$ cat src/dms_defines.svh
// Register indices, field limits and reset values of the setting bank
`ifndef DMS_DEFINES_SVH
`define DMS_DEFINES_SVH
`define DMS_IDX_W          14
`define DMS_IDX_LIFE       14'h101D
`define DMS_IDX_SEQ_PC     14'h101E
`define DMS_IDX_SEQ_NUM    14'h101F
`define DMS_IDX_DC_BUS     14'h1026
`define DMS_IDX_BRAKE      14'h1027
`define DMS_IDX_THERMAL    14'h1028
`define DMS_IDX_USER1_HI   14'h102E
`define DMS_IDX_USER1_LO   14'h102F
`define DMS_IDX_USER2_HI   14'h1030
`define DMS_IDX_USER2_LO   14'h1031
`define DMS_IDX_USER3_HI   14'h1032
`define DMS_IDX_USER3_LO   14'h1033
`define DMS_IDX_POS_TGT_HI 14'h1036
`define DMS_IDX_POS_TGT_LO 14'h1037
`define DMS_IDX_POS_ACT_HI 14'h1038
`define DMS_IDX_POS_ACT_LO 14'h1039
`define DMS_IDX_MODE       14'h1057
`define DMS_IDX_ACCEL_HI   14'h1103
`define DMS_IDX_ACCEL_LO   14'h1104
`define DMS_IDX_DECEL_HI   14'h1105
`define DMS_IDX_DECEL_LO   14'h1106
`define DMS_IDX_RUN_DIR    14'h1107
`define DMS_IDX_FREQ_SRC   14'h1201
`define DMS_IDX_RUN_SRC    14'h1202
`define DMS_IDX_BASE_FREQ  14'h1203
`define DMS_IDX_MAX_FREQ   14'h1204
`define DMS_IDX_AIN_SW     14'h1205
`define DMS_IDX_VSTART_HI  14'h120B
`define DMS_IDX_VSTART_LO  14'h120C
`define DMS_IDX_VEND_HI    14'h120D
`define DMS_IDX_VEND_LO    14'h120E
`define DMS_IDX_START_PCT  14'h120F
`define DMS_IDX_END_PCT    14'h1210
`define DMS_IDX_START_SEL  14'h1211
`define DMS_IDX_CTRL       14'h1300
`define DMS_IDX_IRQ_STAT   14'h1301
`define DMS_IDX_IRQ_MASK   14'h1302
`define DMS_LOAD_MAX       16'h03E8
`define DMS_RAMP_MIN       32'h0000_0001
`define DMS_RAMP_MAX       32'h0005_7E40
`define DMS_FREQ_MIN       16'h012C
`define DMS_FMAX_STD       16'h0FA0
`define DMS_FMAX_EXT       16'h2710
`define DMS_VFREQ_STD      32'h0000_9C40
`define DMS_VFREQ_EXT      32'h0001_86A0
`define DMS_PCT_MAX        16'h0064
`define DMS_RST_RAMP       32'h0000_03E8
`define DMS_RST_FSRC       16'h0000
`define DMS_RST_RSRC       16'h0002
`define DMS_RST_BASE       16'h0258
`define DMS_RST_FMAX       16'h0258
`define DMS_RST_START_SEL  16'h0001
`define DMS_EV_CAP         0
`define DMS_EV_FAN         1
`define DMS_EV_REJECT      2
`define DMS_EV_W           3
`endif

$ cat src/dms_pkg.sv
// Types shared by the drive monitor and setting bank
package dms_pkg;
	typedef struct packed {
		logic [1:0]  life;
		logic [15:0] seq_pc;
		logic [15:0] seq_num;
		logic [15:0] dc_bus;
		logic [15:0] brake;
		logic [15:0] thermal;
		logic [31:0] user1;
		logic [31:0] user2;
		logic [31:0] user3;
		logic [31:0] pos_tgt;
		logic [31:0] pos_act;
		logic [1:0]  mode;
	} dms_monitor_type;
	typedef struct packed {
		logic [31:0] accel;
		logic [31:0] decel;
		logic [31:0] vstart;
		logic [31:0] vend;
		logic [15:0] run_dir;
		logic [15:0] freq_src;
		logic [15:0] run_src;
		logic [15:0] base;
		logic [15:0] fmax;
		logic [15:0] ain_sw;
		logic [15:0] start_pct;
		logic [15:0] end_pct;
		logic [15:0] start_sel;
	} dms_setting_type;
endpackage : dms_pkg

$ cat src/dms_regs.sv
// APB register bank of drive monitors and first setting group
// Summary of operation
// RULE1: Read-only life flags: bit 0 capacitor end of life, bit 1 fan.
// RULE2: Thermal overload is read-only, 0 to 1000 in 0.1 percent steps.
// RULE3: Brake resistor load is read-only, 0 to 1000 in 0.1 percent steps.
// RULE4: Read-only mode: 0 constant torque, 1 variable torque, 3 magnet motor.
// RULE5: Accel and decel times are 32-bit pairs of 1 to 360000 in 0.01 s.
// RULE6: Keypad run direction takes 0 for forward and 1 for reverse.
// RULE7: The frequency source accepts 0, 1, 2, 3, 4, 6, 7 and 10.
// RULE8: The run command source accepts only 1 to 4.
// RULE9: Base is 300 to maximum; maximum 300 to 4000, or 10000 extended; a maximum above 4000 stays stored when the extended range is cleared.
// RULE10: The analog input switch selection accepts 0, 2 and 3.
// RULE11: Voltage input start/end frequencies: 0 to 40000, or 100000 extended; values above 40000 stay stored when the extended range is cleared.
// RULE12: Start percentage is at most end percentage, which is at most 100.
// RULE13: Start frequency select: 0 external start frequency, 1 for 0 Hz.
// RULE14: Pairs hold the high half at the lower address, low half next.
// RULE15: Bad address, read-only write or bad value: error, nothing changed.
// RULE16: Master writes both halves before use, and only listed encodings.
//
// Chosen here: register access over APB.
`timescale 1ns/10ps
`include "dms_defines.svh"
module dms_regs (
	input  wire logic                  pclk,
	input  wire logic                  presetn,
	input  wire logic                  psel,
	input  wire logic                  penable,
	input  wire logic                  pwrite,
	input  wire logic [15:0]           paddr,
	input  wire logic [31:0]           pwdata,
	output logic                       pready,
	output logic [31:0]                prdata,
	output logic                       pslverr,
	input  wire dms_pkg::dms_monitor_type mon,
	output dms_pkg::dms_setting_type   setting,
	output logic                       ext_range,
	output logic                       irq
);
	// ********************************
	// Bus decode
	// ********************************
	logic [`DMS_IDX_W-1:0]   idx;
	logic                    acc_first;
	logic                    acc_done;
	logic [15:0]             wval;
	logic [15:0]             fmax_lim;
	logic [31:0]             vfreq_lim;
	logic [31:0]             pair_val;
	logic                    hit;
	logic                    ro;
	logic                    bad;
	logic [31:0]             rdata;

	dms_pkg::dms_setting_type set_ff;
	dms_pkg::dms_setting_type nxt_set;
	logic [15:0]             stage_ff [4];
	logic [15:0]             nxt_stage [4];
	logic                    pready_ff;
	logic                    nxt_pready;
	logic [31:0]             prdata_ff;
	logic [31:0]             nxt_prdata;
	logic                    pslverr_ff;
	logic                    nxt_pslverr;
	logic                    ext_ff;
	logic                    nxt_ext;
	logic [`DMS_EV_W-1:0]    stat_ff;
	logic [`DMS_EV_W-1:0]    nxt_stat;
	logic [`DMS_EV_W-1:0]    mask_ff;
	logic [`DMS_EV_W-1:0]    nxt_mask;
	logic [1:0]              life_ff;
	logic                    irq_ff;
	logic                    nxt_irq;

	assign idx       = paddr[15:2];
	assign acc_first = psel && penable && !pready_ff;
	assign acc_done  = psel && penable && pready_ff;
	assign wval      = pwdata[15:0];
	assign fmax_lim  = ext_ff ? `DMS_FMAX_EXT : `DMS_FMAX_STD; // RULE9
	assign vfreq_lim = ext_ff ? `DMS_VFREQ_EXT : `DMS_VFREQ_STD; // RULE11

	// Saturate load monitors so a glitching source never reads out of range
	function automatic logic [31:0] load_clamp(input logic [15:0] v);
		load_clamp = {16'h0000, (v > `DMS_LOAD_MAX) ? `DMS_LOAD_MAX : v};
	endfunction : load_clamp

	// ********************************
	// Read mux and access check
	// ********************************
	always_comb begin
		rdata    = 32'h0000_0000;
		hit      = 1'b1;
		ro       = 1'b1;
		pair_val = 32'h0000_0000;
		bad      = 1'b0;
		unique case (idx)
			`DMS_IDX_LIFE:       rdata = {30'h0, mon.life}; // RULE1
			`DMS_IDX_SEQ_PC:     rdata = {16'h0, mon.seq_pc};
			`DMS_IDX_SEQ_NUM:    rdata = {16'h0, mon.seq_num};
			`DMS_IDX_DC_BUS:     rdata = {16'h0, mon.dc_bus};
			`DMS_IDX_BRAKE:      rdata = load_clamp(mon.brake); // RULE3
			`DMS_IDX_THERMAL:    rdata = load_clamp(mon.thermal); // RULE2
			`DMS_IDX_USER1_HI:   rdata = {16'h0, mon.user1[31:16]}; // RULE14
			`DMS_IDX_USER1_LO:   rdata = {16'h0, mon.user1[15:0]};
			`DMS_IDX_USER2_HI:   rdata = {16'h0, mon.user2[31:16]};
			`DMS_IDX_USER2_LO:   rdata = {16'h0, mon.user2[15:0]};
			`DMS_IDX_USER3_HI:   rdata = {16'h0, mon.user3[31:16]};
			`DMS_IDX_USER3_LO:   rdata = {16'h0, mon.user3[15:0]};
			`DMS_IDX_POS_TGT_HI: rdata = {16'h0, mon.pos_tgt[31:16]};
			`DMS_IDX_POS_TGT_LO: rdata = {16'h0, mon.pos_tgt[15:0]};
			`DMS_IDX_POS_ACT_HI: rdata = {16'h0, mon.pos_act[31:16]};
			`DMS_IDX_POS_ACT_LO: rdata = {16'h0, mon.pos_act[15:0]};
			`DMS_IDX_MODE:       rdata = {30'h0, mon.mode}; // RULE4
			`DMS_IDX_IRQ_STAT:   rdata = {29'h0, stat_ff};
			`DMS_IDX_ACCEL_HI,
			`DMS_IDX_DECEL_HI,
			`DMS_IDX_VSTART_HI,
			`DMS_IDX_VEND_HI: begin
				ro = 1'b0;
			end
			`DMS_IDX_ACCEL_LO: begin
				ro       = 1'b0;
				rdata    = {16'h0, set_ff.accel[15:0]};
				pair_val = {stage_ff[0], wval};
				bad      = pair_val < `DMS_RAMP_MIN || pair_val > `DMS_RAMP_MAX; // RULE5
			end
			`DMS_IDX_DECEL_LO: begin
				ro       = 1'b0;
				rdata    = {16'h0, set_ff.decel[15:0]};
				pair_val = {stage_ff[1], wval};
				bad      = pair_val < `DMS_RAMP_MIN || pair_val > `DMS_RAMP_MAX; // RULE5
			end
			`DMS_IDX_VSTART_LO: begin
				ro       = 1'b0;
				rdata    = {16'h0, set_ff.vstart[15:0]};
				pair_val = {stage_ff[2], wval};
				bad      = pair_val > vfreq_lim; // RULE11
			end
			`DMS_IDX_VEND_LO: begin
				ro       = 1'b0;
				rdata    = {16'h0, set_ff.vend[15:0]};
				pair_val = {stage_ff[3], wval};
				bad      = pair_val > vfreq_lim; // RULE11
			end
			`DMS_IDX_RUN_DIR: begin
				ro    = 1'b0;
				rdata = {16'h0, set_ff.run_dir};
				bad   = wval > 16'h0001; // RULE6
			end
			`DMS_IDX_FREQ_SRC: begin
				ro    = 1'b0;
				rdata = {16'h0, set_ff.freq_src};
				bad   = !(wval <= 16'h0004 || wval == 16'h0006 ||
					wval == 16'h0007 || wval == 16'h000A); // RULE7
			end
			`DMS_IDX_RUN_SRC: begin
				ro    = 1'b0;
				rdata = {16'h0, set_ff.run_src};
				bad   = wval < 16'h0001 || wval > 16'h0004; // RULE8
			end
			`DMS_IDX_BASE_FREQ: begin
				ro    = 1'b0;
				rdata = {16'h0, set_ff.base};
				bad   = wval < `DMS_FREQ_MIN || wval > set_ff.fmax; // RULE9
			end
			`DMS_IDX_MAX_FREQ: begin
				ro    = 1'b0;
				rdata = {16'h0, set_ff.fmax};
				// Refusing a maximum below base keeps base valid at all times
				bad   = wval < `DMS_FREQ_MIN || wval > fmax_lim ||
					wval < set_ff.base; // RULE9
			end
			`DMS_IDX_AIN_SW: begin
				ro    = 1'b0;
				rdata = {16'h0, set_ff.ain_sw};
				bad   = !(wval == 16'h0000 || wval == 16'h0002 ||
					wval == 16'h0003); // RULE10
			end
			`DMS_IDX_START_PCT: begin
				ro    = 1'b0;
				rdata = {16'h0, set_ff.start_pct};
				bad   = wval > set_ff.end_pct; // RULE12
			end
			`DMS_IDX_END_PCT: begin
				ro    = 1'b0;
				rdata = {16'h0, set_ff.end_pct};
				bad   = wval < set_ff.start_pct || wval > `DMS_PCT_MAX; // RULE12
			end
			`DMS_IDX_START_SEL: begin
				ro    = 1'b0;
				rdata = {16'h0, set_ff.start_sel};
				bad   = wval > 16'h0001; // RULE13
			end
			`DMS_IDX_CTRL: begin
				ro    = 1'b0;
				rdata = {31'h0, ext_ff};
				bad   = wval > 16'h0001;
			end
			`DMS_IDX_IRQ_MASK: begin
				ro    = 1'b0;
				rdata = {29'h0, mask_ff};
				bad   = wval > 16'h0007;
			end
			default: begin
				hit = 1'b0;
			end
		endcase
		// High halves read the committed value, not the staged one
		unique case (idx)
			`DMS_IDX_ACCEL_HI:  rdata = {16'h0, set_ff.accel[31:16]}; // RULE14
			`DMS_IDX_DECEL_HI:  rdata = {16'h0, set_ff.decel[31:16]};
			`DMS_IDX_VSTART_HI: rdata = {16'h0, set_ff.vstart[31:16]};
			`DMS_IDX_VEND_HI:   rdata = {16'h0, set_ff.vend[31:16]};
			default:            rdata = rdata;
		endcase
	end

	// ********************************
	// Bus answer and setting update
	// ********************************
	always_comb begin
		nxt_pready  = acc_first;
		nxt_prdata  = prdata_ff;
		nxt_pslverr = 1'b0;
		nxt_set     = set_ff;
		nxt_stage   = stage_ff;
		nxt_ext     = ext_ff;
		nxt_mask    = mask_ff;
		if (acc_first) begin
			nxt_prdata  = pwrite ? 32'h0000_0000 : rdata;
			nxt_pslverr = !hit || paddr[1:0] != 2'b00 ||
				(pwrite && (ro || bad || pwdata[31:16] != 16'h0000)); // RULE15
		end
		// Commit only on the completing edge, and only when accepted
		if (acc_done && pwrite && !pslverr_ff) begin
			unique case (idx)
				`DMS_IDX_ACCEL_HI:  nxt_stage[0] = wval; // RULE14
				`DMS_IDX_DECEL_HI:  nxt_stage[1] = wval;
				`DMS_IDX_VSTART_HI: nxt_stage[2] = wval;
				`DMS_IDX_VEND_HI:   nxt_stage[3] = wval;
				`DMS_IDX_ACCEL_LO:  nxt_set.accel = {stage_ff[0], wval}; // RULE5
				`DMS_IDX_DECEL_LO:  nxt_set.decel = {stage_ff[1], wval};
				`DMS_IDX_VSTART_LO: nxt_set.vstart = {stage_ff[2], wval}; // RULE11
				`DMS_IDX_VEND_LO:   nxt_set.vend = {stage_ff[3], wval};
				`DMS_IDX_RUN_DIR:   nxt_set.run_dir = wval; // RULE6
				`DMS_IDX_FREQ_SRC:  nxt_set.freq_src = wval; // RULE7
				`DMS_IDX_RUN_SRC:   nxt_set.run_src = wval; // RULE8
				`DMS_IDX_BASE_FREQ: nxt_set.base = wval; // RULE9
				`DMS_IDX_MAX_FREQ:  nxt_set.fmax = wval;
				`DMS_IDX_AIN_SW:    nxt_set.ain_sw = wval; // RULE10
				`DMS_IDX_START_PCT: nxt_set.start_pct = wval; // RULE12
				`DMS_IDX_END_PCT:   nxt_set.end_pct = wval;
				`DMS_IDX_START_SEL: nxt_set.start_sel = wval; // RULE13
				`DMS_IDX_CTRL:      nxt_ext = wval[0];
				`DMS_IDX_IRQ_MASK:  nxt_mask = wval[`DMS_EV_W-1:0];
				default:            nxt_ext = ext_ff;
			endcase
		end
	end

	// ********************************
	// Events and interrupt
	// ********************************
	always_comb begin
		nxt_stat = stat_ff;
		if (acc_done && !pwrite && !pslverr_ff && idx == `DMS_IDX_IRQ_STAT) begin
			nxt_stat = '0;
		end
		// Set after clear so an event in the clearing cycle survives
		if (mon.life[0] && !life_ff[0]) nxt_stat[`DMS_EV_CAP] = 1'b1;
		if (mon.life[1] && !life_ff[1]) nxt_stat[`DMS_EV_FAN] = 1'b1;
		if (acc_done && pslverr_ff) nxt_stat[`DMS_EV_REJECT] = 1'b1;
		nxt_irq = |(nxt_stat & mask_ff);
	end

	always_ff @(posedge pclk or negedge presetn) begin
		if (!presetn) begin
			pready_ff          <= 1'b0;
			prdata_ff          <= 32'h0000_0000;
			pslverr_ff         <= 1'b0;
			set_ff.accel       <= `DMS_RST_RAMP;
			set_ff.decel       <= `DMS_RST_RAMP;
			set_ff.vstart      <= 32'h0000_0000;
			set_ff.vend        <= 32'h0000_0000;
			set_ff.run_dir     <= 16'h0000;
			set_ff.freq_src    <= `DMS_RST_FSRC;
			set_ff.run_src     <= `DMS_RST_RSRC;
			set_ff.base        <= `DMS_RST_BASE;
			set_ff.fmax        <= `DMS_RST_FMAX;
			set_ff.ain_sw      <= 16'h0000;
			set_ff.start_pct   <= 16'h0000;
			set_ff.end_pct     <= `DMS_PCT_MAX;
			set_ff.start_sel   <= `DMS_RST_START_SEL;
			stage_ff           <= '{4{16'h0000}};
			ext_ff             <= 1'b0;
			mask_ff            <= '0;
			stat_ff            <= '0;
			life_ff            <= 2'b00;
			irq_ff             <= 1'b0;
		end else begin
			pready_ff  <= nxt_pready;
			prdata_ff  <= nxt_prdata;
			pslverr_ff <= nxt_pslverr;
			set_ff     <= nxt_set;
			stage_ff   <= nxt_stage;
			ext_ff     <= nxt_ext;
			mask_ff    <= nxt_mask;
			stat_ff    <= nxt_stat;
			life_ff    <= mon.life;
			irq_ff     <= nxt_irq;
		end
	end

	assign pready    = pready_ff;
	assign prdata    = prdata_ff;
	assign pslverr   = pslverr_ff;
	assign setting   = set_ff;
	assign ext_range = ext_ff;
	assign irq       = irq_ff;
endmodule : dms_regs

$ cat config.mk
export PLATFORM = sky130hd
export DESIGN_NAME = dms_regs
export DESIGN_NICKNAME = d
export VERILOG_FILES = /design/src/dms_pkg.sv /design/src/dms_regs.sv
export VERILOG_INCLUDE_DIRS = /design/src /design/src/src
export SDC_FILE = /design/constraint.sdc
export NUM_CORES = 1
export LEC_CHECK = 0
export BUFFER_PORTS_ARGS = -buffer_cell sky130_fd_sc_hd__buf_4
export CORE_AREA = 2 2 238 240
export DETAILED_ROUTE_END_ITERATION = 16
export DIE_AREA = 0 0 240 242
export PLACE_DENSITY_LB_ADDON = 0.05
export SYNTH_ARGS = -nofsm -noshare
export SYNTH_HDL_FRONTEND = slang
export SYNTH_SLANG_ARGS = --single-unit
$ cat constraint.sdc
create_clock -name pclk -period 2.4 [get_ports pclk]
set_clock_uncertainty 0.1 [all_clocks]
set_input_delay 0.48 -clock pclk [delete_from_list [all_inputs] [get_ports pclk]]
set_output_delay 0.48 -clock pclk [all_outputs]
set_load 0.1 [all_outputs]
== Yosys cells after proc, flatten, opt, wreduce, memory -nomap -nowiden ==
Cells that the tools add are included.
Widths: inputs -> output; s select.

* Memories kept: 0
* Bits in writable memories: 0
* Input port bits: 297
* Output and inout bits: 308
* ROM bits: 0
* Latch bits: 0
* Bits in registers: 380
* Word-level logic and storage cells: 165

* Multiply operators: 0
* $add $sub $neg: 0
* Order comparisons: 20
* Divide/modulo/power cells: 0
* Bitwise logic cells: 1
* Muxes and demuxes: 15
* Shifts and indexed selects: 0
* Equal/unequal tests: 42
* Reduce and logical (&&, ||, !) cells: 62

{| class="wikitable"
|+ Operator list
! kind !! number
|-
| $pmux 16 s33 || 1
|-
| $eq 14x13->1 const B || 37
|-
| $pmux 32 s4 || 1
|-
| $gt 32x17->1 || 2
|-
| $gt 32x19->1 const B || 2
|-
| $lt 32x1->1 const B || 2
|-
| $reduce_and 2->1 || 19
|-
| $reduce_or 37->1 || 1
|-
| $eq 16x2->1 const B || 2
|-
| $eq 16x3->1 const B || 2
|-
| $gt 16x10->1 const B || 2
|-
| $gt 16x16->1 || 2
|-
| $gt 16x3->1 const B || 2
|-
| $lt 16x16->1 || 2
|-
| $mux 16 || 2
|-
| $mux 32 || 1
|-
| $reduce_or 19->1 || 1
|-
| $mux 17 || 1
|-
| $eq 16x4->1 const B || 1
|-
| $gt 16x1->1 const B || 1
|-
| $gt 16x14->1 || 1
|-
| $gt 16x7->1 const B || 1
|-
| $le 16x3->1 const B || 1
|-
| $logic_not 16->1 || 1
|-
| 13 further kinds || 52
|}

== Logic depth before layout (Yosys ltp) ==
Gate-level depths: netlist of the first run.

* Depth after elaboration: 11
* Gate-level depth with buffers: 12
* Gate-level depth less buffers: 10

== Worst setup path after synthesis of the first run ==
No wires, ideal clock.

* Kind: reg-to-reg
* From: reg ext_ff (netlist: ext_range)
* To: reg pslverr_ff (netlist: pslverr)
* Path buffers: 0
* Library setup time: 136 ps
* Data required time: 2164 ps
* Data arrival time: 2857 ps
* Cell stages (with the launch flop): 10
* Period minus slack after synthesis: 3093 ps
* Path slack: -693 ps
* Cells stage by stage: dfrtp_1 > inv_1 > ha_1 > and4_1 > and3_1 > o21ai_0 > a31oi_1 > o31a_1 > o41ai_1 > a21oi_1

* Cells in the longest elaborated chain, start to end: 10
* Elaborated cells between the ends (all ways): 13
* Those cells by class: order compare: 3; mux: 4; reduce/logical: 6

{| class="wikitable"
|+ RTL lines
! item !! line !! source
|-
| from (decl) || dms_regs.sv:64 || <nowiki>logic ext_ff;</nowiki>
|-
| from (signal assigned) || dms_regs.sv:305 || <nowiki>ext_ff <= nxt_ext;</nowiki>
|-
| $mux 14 (no source line) || n/a ||
|-
| $gt 16x14->1 || dms_regs.sv:169 || <nowiki>bad = wval < `DMS_FREQ_MIN || wval > fmax_lim ||</nowiki>
|-
| $logic_or 1x1->1 (2 in series) || dms_regs.sv:169 ||
|-
| $pmux 1 s13 * || dms_regs.sv:95 || <nowiki>unique case (idx)</nowiki>
|-
| $logic_or 1x1->1 * (2 in series) || dms_regs.sv:231 || <nowiki>(pwrite && (ro || bad || pwdata[31:16] != 16'h0000));</nowiki>
|-
| $logic_and 1x1->1 * || dms_regs.sv:231 ||
|-
| $logic_or 1x1->1 * || dms_regs.sv:230 || <nowiki>nxt_pslverr = !hit || paddr[1:0] != 2'b00 ||</nowiki>
|-
| $mux 1 * || dms_regs.sv:228 || <nowiki>if (acc_first) begin</nowiki>
|-
| net nxt_pslverr || dms_regs.sv:63 || <nowiki>logic nxt_pslverr;</nowiki>
|-
| to (signal assigned) || dms_regs.sv:302 || <nowiki>pslverr_ff <= nxt_pslverr;</nowiki>
|-
| to (decl) || dms_regs.sv:62 || <nowiki>logic pslverr_ff;</nowiki>
|}

Mark *: on every way through the listed nets, which the timed path passes. The rest lies on a longest branch.
A chain may end at the register's enable or synchronous reset.

== Worst setup path in the final report of the first run ==
* From: reg set_ff (netlist bit setting[21])
* To: reg pslverr_ff (netlist: pslverr)

* Cells in the longest elaborated chain, start to end: 7

{| class="wikitable"
|+ RTL lines
! item !! line !! source
|-
| from (decl) || dms_regs.sv:54 || <nowiki>dms_pkg::dms_setting_type set_ff;</nowiki>
|-
| from (signal assigned) || dms_regs.sv:303 || <nowiki>set_ff <= nxt_set;</nowiki>
|-
| $gt 16x16->1 || dms_regs.sv:181 || <nowiki>bad = wval > set_ff.end_pct;</nowiki>
|-
| $pmux 1 s13 || dms_regs.sv:95 ||
|-
| $logic_or 1x1->1 (2 in series) || dms_regs.sv:231 ||
|-
| $logic_and 1x1->1 || dms_regs.sv:231 ||
|-
| $logic_or 1x1->1 || dms_regs.sv:230 ||
|-
| $mux 1 || dms_regs.sv:228 ||
|-
| net nxt_pslverr || dms_regs.sv:63 ||
|}

The timed path passes the listed nets, and every way through them passes these cells.

==> impl_metrics.json, run 1 <==
{
  "start_util_pct": 35.0,
  "die-area_um2": 58100,
  "min_period_over_period_pct": 111,
  "slowest_stage": "dfstp_4",
  "drive_gt1_share_pct": 56.0,
  "outcome": "finished with violations",
  "drtIter0Drc": 2085,
  "core_area_um2": 55700,
  "path_cells": "inv_2 -> ha_4 -> a21oi_2 -> o21ai_1 -> a221o_1 -> nor3_4 -> a2bb2oi_4 -> o311ai_2 -> o41ai_2 -> a21oi_1",
  "ys_ff_latch": 364,
  "p_per_area_nw_per_um2": 458,
  "clock_path_buffers": 3,
  "p_leak_nw": 15.5,
  "place_inst": 3487,
  "cts.clk_slew.worst_paths_ns": 0.06,
  "numCtsBuffers": 43,
  "synth_area_per_cell_um2": 10.9,
  "setup-violations-final": 3,
  "path_class": "flop to flop",
  "track_usage_pct": 40.9,
  "cp.required_ns": 2.77,
  "setup_slack_ns": -0.257,
  "syn_area_um2": 19500,
  "arrival_ns": 3.02,
  "vias": 21200,
  "final_nets": 3169,
  "tns_ns": -0.277,
  "grt_pass1_vias": 21500,
  "place_congestion": 0.998,
  "maxSlewViolCount": 0,
  "cts_max_level": 2,
  "hold_violations": 0,
  "wirelength_um": 121000,
  "drc": 0,
  "synth.distinct_cells": 68,
  "die_x_um": 240,
  "stdcell_count": 3586,
  "io_pins": 605,
  "num_rows": 87,
  "synth-edff-count": 0,
  "clkSinkCount": 364,
  "crit_path_start_kind": "flop",
  "area_delta_synth_final_pct": 59.3,
  "diodes": 0,
  "portBuffers": 588,
  "avgRoutedWirePerCell_um": 33.8,
  "antenna_found_initial": 3,
  "cts-root-buf": "clkbuf_16",
  "vdd_drop_max_mv": 0.501,
  "fmax_mhz": 376,
  "ant_nets": 0,
  "path_buf_inv": 1,
  "worst_path_largest_cell_delay_ns": 0.62,
  "violations": "negative setup slack",
  "dpl.hpwl_um": 96700,
  "cp_top_family": "compound AO/OA/AOI/OAI gates",
  "synthFlopType": "dfrtp_1",
  "finalCriticalPeriod_ns": 2.66,
  "cts_tree": "built",
  "slew_headroom_pct": 48.3,
  "maxCapViolCount": 0,
  "yosys_warnings": 0,
  "async_flop_share_pct": 100,
  "grt_setup_unrepaired": "true",
  "end_kind": "flop",
  "design_area_um2": 31100,
  "via_per_inst": 5.90,
  "grt_overflow_total": 0,
  "clk_latency_ns": 0.60,
  "dpl_cell_area_um2": 29000,
  "worst_slew_pin_slew_ns": 0.757,
  "dp_slack_ns": -1.02,
  "dr.pass1.iters": 6,
  "power_mw": 14.2,
  "netlist_instances": 1784,
  "die_y_um": 242,
  "ys_seq_area_share_pct": 46.8,
  "hold_path_class": "input port to flop",
  "grt_max_degree": 69,
  "grt_pass1_wl_um": 166000,
  "path_max_fanout": 2
}
-- power breakdown --
group | switching, mW | internal [mW]
logic | 0.852 | 0.582
clock network | 2.82 | 3.82
registers | 0.0100 | 6.15
total | 3.68 | 10.6
-- logic make-up after synthesis --
| group | after synthesis | share of synthesized area, % |
|---|---|---|
| buffers and inverters | 204 | 4.48 |
| DFF | 364 | 46.8 |
| other | 1 | 0.0192 |
| and+or+nand+nor | 426 | 11.6 |
| muxes | 283 | 16.3 |
| adders and majority gates | 74 | 4.74 |
| AOI/OAI and AO/OA | 432 | 16.0 |
-- worst register-to-register path: cells and delay by family, from the launching register on --
| family | cells | cell delay, ns |
|---|---|---|
| AND/OR/NAND/NOR | 1 | 0.24 |
| flip-flops | 1 | 0.62 |
| adder cells (fa/ha/maj) | 1 | 0.21 |
| buffers and inverters | 1 | 0.05 |
| AO/OA/AOI/OAI | 7 | 1.34 |
-- final cells by class --
type	instances	area, um^2
fill	4983	24600
multi-input combinational	1231	10400
sequential	364	9180
timing repair buffer	1084	8920
clock buffer	66	1210
tap	756	946
inverter	74	278
clock inverter	11	178
-- per-layer routing --
| layer | wire, um | track usage [%] |
|---|---|---|
| met1 | 45900 | 49.9 |
| met2 | 57200 | 67.6 |
| met3 | 10200 | 8.34 |
| met4 | 7840 | 21.6 |
| met5 | 7 | 0 |
-- flip-flops by register name, indices dropped and copies added, names as in the netlist --
signal / count
life_ff: 2
stat_ff: 3
stage_ff: 64
prdata: 16
irq: 1
pready: 1
ext_range: 1
pslverr: 1
setting: 272
mask_ff: 3
-- worst paths after layout --
path	slack, ns	cells after the start	start	to
setup / recovery	-0.26	10	setting[21]$_DFFE_PN1P_	pslverr$_DFF_PN0_
max in group asynchronous	1.00	3	presetn	setting[70]$_DFFE_PN1P_
hold reg to reg	0.33	1	life_ff[1]$_DFF_PN0_	stat_ff[1]$_DFF_PN0_
min in group asynchronous	0.36	2	presetn	setting[210]$_DFFE_PN0P_
hold / removal	0.07	2	pwrite	prdata[5]$_DFFE_PN0P_
setup reg to reg	-0.26	10	setting[21]$_DFFE_PN1P_	pslverr$_DFF_PN0_
-- layout by cell type (no fill, tap or decap), types with 45 or more instances in the layout --
cell type | netlist | routed
ha_1 | 74 | 71
a22o_1 | 73 | 70
buf_12 | 0 | 53
dfrtp_1 | 339 | 314
a22oi_1 | 81 | 81
inv_1 | 74 | 68
clkbuf_16 | 0 | 45
nand2_1 | 125 | 123
mux2_2 | 278 | 246
o21ai_0 | 100 | 94
a221oi_1 | 72 | 56
buf_4 | 16 | 1007
nand4_1 | 51 | 51
-- cell usage after synthesis (3+ instances only) --
| library cell | count | share of area [%] |
|---|---|---|
| inv_1 | 74 | 1.4 |
| o31ai_1 | 13 | 0.50 |
| o21ai_0 | 100 | 2.6 |
| nor3_1 | 36 | 0.92 |
| a22o_1 | 73 | 3.3 |
| nor4b_1 | 5 | 0.22 |
| a221oi_1 | 72 | 3.2 |
| or3_1 | 7 | 0.22 |
| dfrtp_1 | 339 | 43 |
| and4_1 | 4 | 0.18 |
| ha_1 | 74 | 4.7 |
| buf_2 | 16 | 0.41 |
| a21oi_1 | 40 | 1.0 |
| nand4_1 | 51 | 1.6 |
| nand2_1 | 125 | 2.4 |
| buf_6 | 4 | 0.23 |
| or4b_1 | 3 | 0.15 |
| clkbuf_1 | 93 | 1.8 |
| nor3_2 | 3 | 0.15 |
| dfstp_2 | 25 | 3.4 |
| o41ai_1 | 3 | 0.13 |
| o211ai_1 | 3 | 0.12 |
| nand3b_1 | 7 | 0.27 |
| nand3_1 | 41 | 1.1 |
| and3_1 | 8 | 0.26 |
| a22oi_1 | 81 | 3.1 |
| a211oi_1 | 5 | 0.19 |
| or4_1 | 4 | 0.15 |
| nand2b_1 | 4 | 0.13 |
| mux2i_1 | 5 | 0.26 |
| a21o_1 | 6 | 0.23 |
| nor2_1 | 63 | 1.2 |
| nor2b_1 | 8 | 0.26 |
| buf_4 | 16 | 0.61 |
| a221o_1 | 3 | 0.15 |
| nor4_1 | 36 | 1.2 |
| a222oi_1 | 11 | 0.56 |
| mux2_2 | 278 | 16 |
| a2111oi_0 | 4 | 0.18 |
| nor4_2 | 3 | 0.19 |
-- metrics by stage --
stage                     util, %  hold slack [ns]
after floorplan                 -           0.0844
after global placement       52.0            0.365
after detailed placement     52.0            0.352
after CTS                    55.1           0.0558
after global routing         55.8           0.0763
final                        55.8           0.0725
-- what timing repair did --
action / in CTS / in global routing
cloned: 0 / 1
setup endpoints to repair: 15 / 53
pin swaps: 22 / 34
hold buffers: 3 / 0
buffers inserted: 3 / 23
endpoints found under the hold margin: 33 / 0
gates resized for setup: 57 / 58
No activity file was read; power rests on OpenSTA's default activity.
==> inputs of run 2 (changes only) <==
--- a/config.mk
+++ b/config.mk
@@ -10,7 +10,6 @@
 export CORE_AREA = 2 2 238 240
 export DETAILED_ROUTE_END_ITERATION = 16
 export DIE_AREA = 0 0 240 242
-export PLACE_DENSITY_LB_ADDON = 0.05
 export SYNTH_ARGS = -nofsm -noshare
 export SYNTH_HDL_FRONTEND = slang
 export SYNTH_SLANG_ARGS = --single-unit
==> run 2 against run 1 <==
The run still ends with negative setup slack left; combinational power is 4% higher; wire length is 0.99% higher; fmax grew 0.61%; via count up 2.7%; sequential power is essentially flat; clock-buffer cell count decreased by 8; final cell count increased by 0.81%; die area did not move; first-iteration DRC count grew 5.7%; global-route usage increased by 0.34 points; critical path type unchanged; critical endpoint unchanged; largest power group unchanged.
==> impl_metrics.json, run 2 (synthesis gave the netlist of run 1 again) <==
{
  "violations": "negative setup slack",
  "vias": 21700,
  "grt_setup_unrepaired": "true",
  "crit_path_start_kind": "flop",
  "grt_pass1_vias": 22100,
  "dpl_cell_area_um2": 29300,
  "cts_tree": "built",
  "antenna_found_initial": 0,
  "drive_gt1_share_pct": 57.2,
  "setup_slack_ns": -0.241,
  "die-area_um2": 58100,
  "cts-root-buf": "clkbuf_16",
  "cts_max_level": 2,
  "finalCriticalPeriod_ns": 2.64,
  "via_per_inst": 6.01,
  "clk_latency_ns": 0.61,
  "hold_path_class": "input port to flop",
  "outcome": "finished with violations",
  "top_layer": "met4",
  "core_area_um2": 55700,
  "grt_max_degree": 63,
  "hold_path_startpoint": "pwdata[15]",
  "endpoint": "pslverr$_DFF_PN0_",
  "die_x_um": 240,
  "hold_violations": 0,
  "fmax_mhz": 379,
  "start_util_pct": 35.0,
  "largest_reg_flops": 272,
  "path_max_fanout": 2,
  "numCtsBuffers": 42,
  "ant_nets": 0,
  "avgRoutedWirePerCell_um": 33.8,
  "fill_cells": 4931,
  "portBuffers": 588,
  "r2r_slack_ns": -0.24,
  "setup.worst_path.start": "setting[86]$_DFFE_PN1P_",
  "final_cell_mix": "buf_4, dfrtp_1, mux2_2",
  "grt_overflow_total": 0,
  "track_usage_pct": 41.2,
  "maxCapViolCount": 0,
  "die_y_um": 242,
  "cp.required_ns": 2.78,
  "vdd_drop_max_mv": 0.487,
  "grt_pass1_wl_um": 167000,
  "design_area_um2": 31700,
  "arrival_ns": 3.02,
  "wl_met1_um": 43500,
  "rr_endpoint": "pslverr$_DFF_PN0_",
  "met2_length_um": 56400,
  "worst_slew_pin_slew_ns": 0.814,
  "end_kind": "flop",
  "power_mw": 14.4,
  "slew_headroom_pct": 45.2,
  "p_per_area_nw_per_um2": 454,
  "dr.pass1.iters": 6,
  "clock_path_buffers": 3,
  "r2r_cells": 10,
  "drc": 0,
  "place_congestion": 1.03,
  "clkSinkCount": 364,
  "r2r_start": "setting[86]$_DFFE_PN1P_",
  "p_leak_nw": 15.7,
  "io_pins": 605,
  "fin_util_pct": 57.0,
  "setup-violations-final": 5,
  "drtIter0Drc": 2203,
  "num_rows": 87,
  "path_class": "flop to flop",
  "area_delta_synth_final_pct": 62.5,
  "final_nets": 3198,
  "diodes": 0,
  "met3WireLength_um": 11700,
  "wirelength_um": 122000,
  "maxSlewViolCount": 0,
  "dpl.hpwl_um": 98000,
  "min_period_over_period_pct": 110,
  "final_common_cell": "buf_4",
  "cts.clk_slew.worst_paths_ns": 0.07
}
## run 2: cell types whose count changed in the layout (fill, tap and decap cells not counted), sizes merged
cell,previous run,this run
inv,75,77
clkinv,7,9
clkinvlp,0,3
buf,1078,1110
clkbuf,69,59
## run 2: final cells by class
cell class                      count  area [um^2]  share of cell area (%)
Clock inverter                     18          224                   0.706
Clock buffer                       58         1190                    3.75
Multi-Input combinational cell   1231        10500                    33.1
Inverter                           74          278                   0.875
Sequential cell                   364         9180                    28.9
Timing Repair Buffer             1114         9410                    29.7
Tap cell                          756          946                    2.98
## run 2: what timing repair did
item	CTS	global route
setup buffers	24	14
pin swaps	38	27
gates resized for setup	79	52
hold buffers	3	0
setup endpoints to repair	17	82
endpoints found under the hold margin	27	0
gates cloned	0	1
## run 2: routing by layer
layer | global-route usage [%] | up-vias
met4 | 29.4 | 0
met3 | 10.2 | 492
met1 | 47.7 | 10800
li1 | - | 8875
met5 | 0 | -
met2 | 66.4 | 1579
## run 2: report_power, final
part	switching (mW)	internal (mW)	total (mW)	leakage [nW]
Clock	2.92	3.84	6.76	0.689
Combinational	0.888	0.603	1.49	10.4
Sequential	0.00802	6.15	6.16	4.70
Total	3.82	10.6	14.4	15.7
## run 2: critical path: stages (launching register included)
cell,delay (ns)
dfstp_2,0.55
inv_2,0.05
ha_4,0.25
nand4_1,0.14
nor3_2,0.26
o41ai_4,0.15
a311oi_2,0.25
nor4_1,0.11
o31a_1,0.32
o41ai_2,0.20
a21oi_1,0.11
## run 2: metrics by stage
| stage | hold slack (ns) | cells | worst slack [ns] | setup TNS [ns] |
|---|---|---|---|---|
| after global routing | 0.0260 | 3615 | -0.318 | -0.322 |
| after CTS | 0.00429 | 3602 | -0.203 | -0.270 |
| final | 0.0238 | 3615 | -0.241 | -0.279 |
| after global placement | 0.336 | 3506 | -0.993 | -138.45 |
| after floorplan | 0.0844 | 1799 | -0.324 | -18.20 |
| after detailed placement | 0.332 | 3506 | -0.979 | -139.41 |
## run 2: worst min-delay path by stage
stage | endpoint | cells past startpoint | slack (ns)
2_1_floorplan | ext_range$_DFFE_PN0P_ | 0 | 0.08
3_3_place_gp | setting[146]$_DFFE_PN0P_ | 1 | 0.34
3_5_place_dp | setting[146]$_DFFE_PN0P_ | 1 | 0.33
4_1_cts | setting[31]$_DFFE_PN0P_ | 3 | 0.004
5_1_grt | setting[31]$_DFFE_PN0P_ | 3 | 0.03
6_report | setting[31]$_DFFE_PN0P_ | 3 | 0.02
==> inputs of run 3 (changes only) <==
--- a/config.mk
+++ b/config.mk
@@ -7,9 +7,9 @@
 export NUM_CORES = 1
 export LEC_CHECK = 0
 export BUFFER_PORTS_ARGS = -buffer_cell sky130_fd_sc_hd__buf_4
-export CORE_AREA = 2 2 238 240
+export CORE_AREA = 2 2 233 235
 export DETAILED_ROUTE_END_ITERATION = 16
-export DIE_AREA = 0 0 240 242
+export DIE_AREA = 0 0 235 237
 export SYNTH_ARGS = -nofsm -noshare
 export SYNTH_HDL_FRONTEND = slang
 export SYNTH_SLANG_ARGS = --single-unit
==> run 3 against run 2 <==
The run still ends with negative setup slack left; clock power is 1% lower; global-route usage is 0.90 points higher; critical path depth is the same; worst hold slack improved by 0.061 ns; clock-buffer cell count increased by 5; fmax fell by 4.0%; utilization up 2.1 points; largest cell class unchanged; largest power group unchanged.
==> impl_metrics.json, run 3 (synthesis gave the netlist of run 1 again) <==
{
  "outcome": "finished with violations",
  "violations": "negative setup slack",
  "diodes": 0,
  "slew_headroom_pct": 48.0,
  "antenna_found_initial": 2,
  "hold_violations": 0,
  "clock_path_buffers": 3,
  "die-area_um2": 55700,
  "pwr-share-seq_pct": 43.1,
  "grt_pass1_wl_um": 166000,
  "tns_ns": -0.574,
  "drc": 0,
  "slowest_stage": "dfstp_4",
  "setup_slack_ns": -0.351,
  "p_switching_mw": 3.71,
  "ant_nets": 0,
  "hold_path_class": "input port to flop",
  "whs_ns": 0.0845,
  "final_cell_mix": "buf_4, dfrtp_1, mux2_2",
  "via_per_inst": 6.07,
  "worst_slew_pin_slew_ns": 0.777,
  "die_x_um": 235,
  "maxCapViolCount": 0,
  "grt_setup_unrepaired": "true",
  "place_congestion": 1.06,
  "cts.clk_slew.worst_paths_ns": 0.07,
  "wirelength_um": 121000,
  "worst_path_largest_cell_delay_ns": 0.63,
  "path_class": "flop to flop",
  "maxSlewViolCount": 0,
  "dr.pass1.iters": 6,
  "p_int_mw": 10.6,
  "min_period_over_period_pct": 115,
  "grt_max_degree": 62,
  "portBuffers": 588,
  "clkSinkCount": 364,
  "area_delta_synth_final_pct": 61.0,
  "fmax_mhz": 363,
  "die_y_um": 237,
  "crit_path_start_kind": "flop",
  "final_common_cell": "buf_4",
  "vdd_drop_max_mv": 0.470,
  "start_util_pct": 36.7,
  "io_pins": 605,
  "end_kind": "flop",
  "cp_top_family": "compound AO/OA/AOI/OAI gates",
  "setup-violations-final": 5,
  "cts_max_level": 2,
  "finalCriticalPeriod_ns": 2.75,
  "avgRoutedWirePerCell_um": 33.9,
  "drive_gt1_share_pct": 56.3,
  "cts_tree": "built",
  "num_rows": 85,
  "grt_pass1_vias": 21700,
  "clk_latency_ns": 0.60,
  "combPwrFrac_pct": 10.2,
  "largest_reg_flops": 272,
  "p_clk_share_pct": 46.7,
  "cp.required_ns": 2.74,
  "cp_common_cell": "a21oi_1",
  "cts-root-buf": "clkbuf_16",
  "core_area_um2": 53300,
  "numCtsBuffers": 42,
  "dpl.hpwl_um": 96800,
  "drtIter0Drc": 2186,
  "p_per_area_nw_per_um2": 454,
  "path_buf_inv": 1,
  "p_leak_nw": 15.7,
  "path_cells": "inv_4 -> ha_4 -> a21oi_1 -> o21ai_1 -> a221o_1 -> nor3_4 -> a2bb2oi_4 -> o311ai_2 -> o41ai_1 -> a21oi_1",
  "path_max_fanout": 2,
  "switching_share_pct": 26.0,
  "track_usage_pct": 42.1,
  "arrival_ns": 3.09,
  "final_nets": 3203,
  "grt_overflow_total": 0,
  "vias": 21600
}
run 3: cell count changes in the layout (fill, tap and decap cells not counted), moves of 3 or more:
| cell | change |
|---|---|
| a22oi_2 | -3 |
| a22oi_1 | +3 |
| buf_8 | +3 |
| nor3_2 | -3 |
| a221oi_2 | -4 |
| buf_12 | -13 |
| inv_2 | -3 |
| nor4_1 | +3 |
| buf_4 | +13 |
| a221oi_1 | +3 |
| clkbuf_1 | +6 |
run 3: path summary, 6_finish.rpt:
check | start | endpoint | slack [ns] | cells past startpoint
worst max-delay path | setting[21]$_DFFE_PN1P_ | pslverr$_DFF_PN0_ | -0.35 | 10
worst min-delay path | pwdata[5] | setting[69]$_DFFE_PN0P_ | 0.08 | 3
worst max register to register | setting[21]$_DFFE_PN1P_ | pslverr$_DFF_PN0_ | -0.35 | 10
worst min register to register | prdata[11]$_DFFE_PN0P_ | prdata[11]$_DFFE_PN0P_ | 0.40 | 2
max in group asynchronous | presetn | setting[0]$_DFFE_PN1P_ | 0.99 | 3
min in group asynchronous | presetn | setting[104]$_DFFE_PN0P_ | 0.40 | 2
run 3: routing by layer:
| metal | track usage, % | share of wire, % | vias to the layer above |
|---|---|---|---|
| li1 | - | - | 8909 |
| met5 | 0 | 0 | - |
| met2 | 69.2 | 47 | 1446 |
| met1 | 52.9 | 39 | 10900 |
| met3 | 8.37 | 8.3 | 298 |
| met4 | 20.9 | 5.9 | 0 |
run 3: timing repair:
| action | 4_1_cts | 5_1_grt |
|---|---|---|
| gates resized for setup | 49 | 67 |
| cloned | 0 | 2 |
| hold endpoints to repair | 41 | 0 |
| pin swaps | 14 | 27 |
| endpoints found under the setup margin | 31 | 19 |
| setup buffers | 7 | 14 |
| hold buffers | 3 | 0 |
run 3: per-stage QoR:
step           std cells  utilization, %  setup slack, ns  power [mW]  area (um^2)
3_3_place_gp        3462            54.8            -1.01        7.67        29200
5_1_grt             3561            59.0           -0.437        14.6        31400
2_1_floorplan       1799               -           -0.324        6.66        20100
6_report            3561            59.0           -0.351        14.3        31400
3_5_place_dp        3462            54.8            -1.05        7.67        29200
4_1_cts             3548            58.1           -0.430        14.3        30900
run 3: power by group through the flow:
| stage | Sequential (mW) | Clock (mW) | Combinational [mW] |
|---|---|---|---|
| 4_1_cts | 6.16 | 6.69 | 1.42 |
| 3_3_place_gp | 6.27 | 0 | 1.40 |
| 6_report | 6.16 | 6.66 | 1.46 |
| 3_5_place_dp | 6.27 | 0 | 1.40 |
| 2_1_floorplan | 6.30 | 0 | 0.363 |
| 5_1_grt | 6.15 | 6.93 | 1.52 |
run 3: worst min-delay path, stage by stage:
cell	delay, ns
buf_4	0.14
nand2_1	0.05
o21ai_0	0.06
run 3: cell type report:
| type | instances | area, um^2 |
|---|---|---|
| Tap cell | 696 | 871 |
| Inverter | 74 | 280 |
| Multi-Input combinational cell | 1231 | 10400 |
| Fill cell | 4636 | 21800 |
| Timing Repair Buffer | 1119 | 9330 |
| Sequential cell | 364 | 9180 |
| Clock inverter | 14 | 191 |
| Clock buffer | 63 | 1200 |
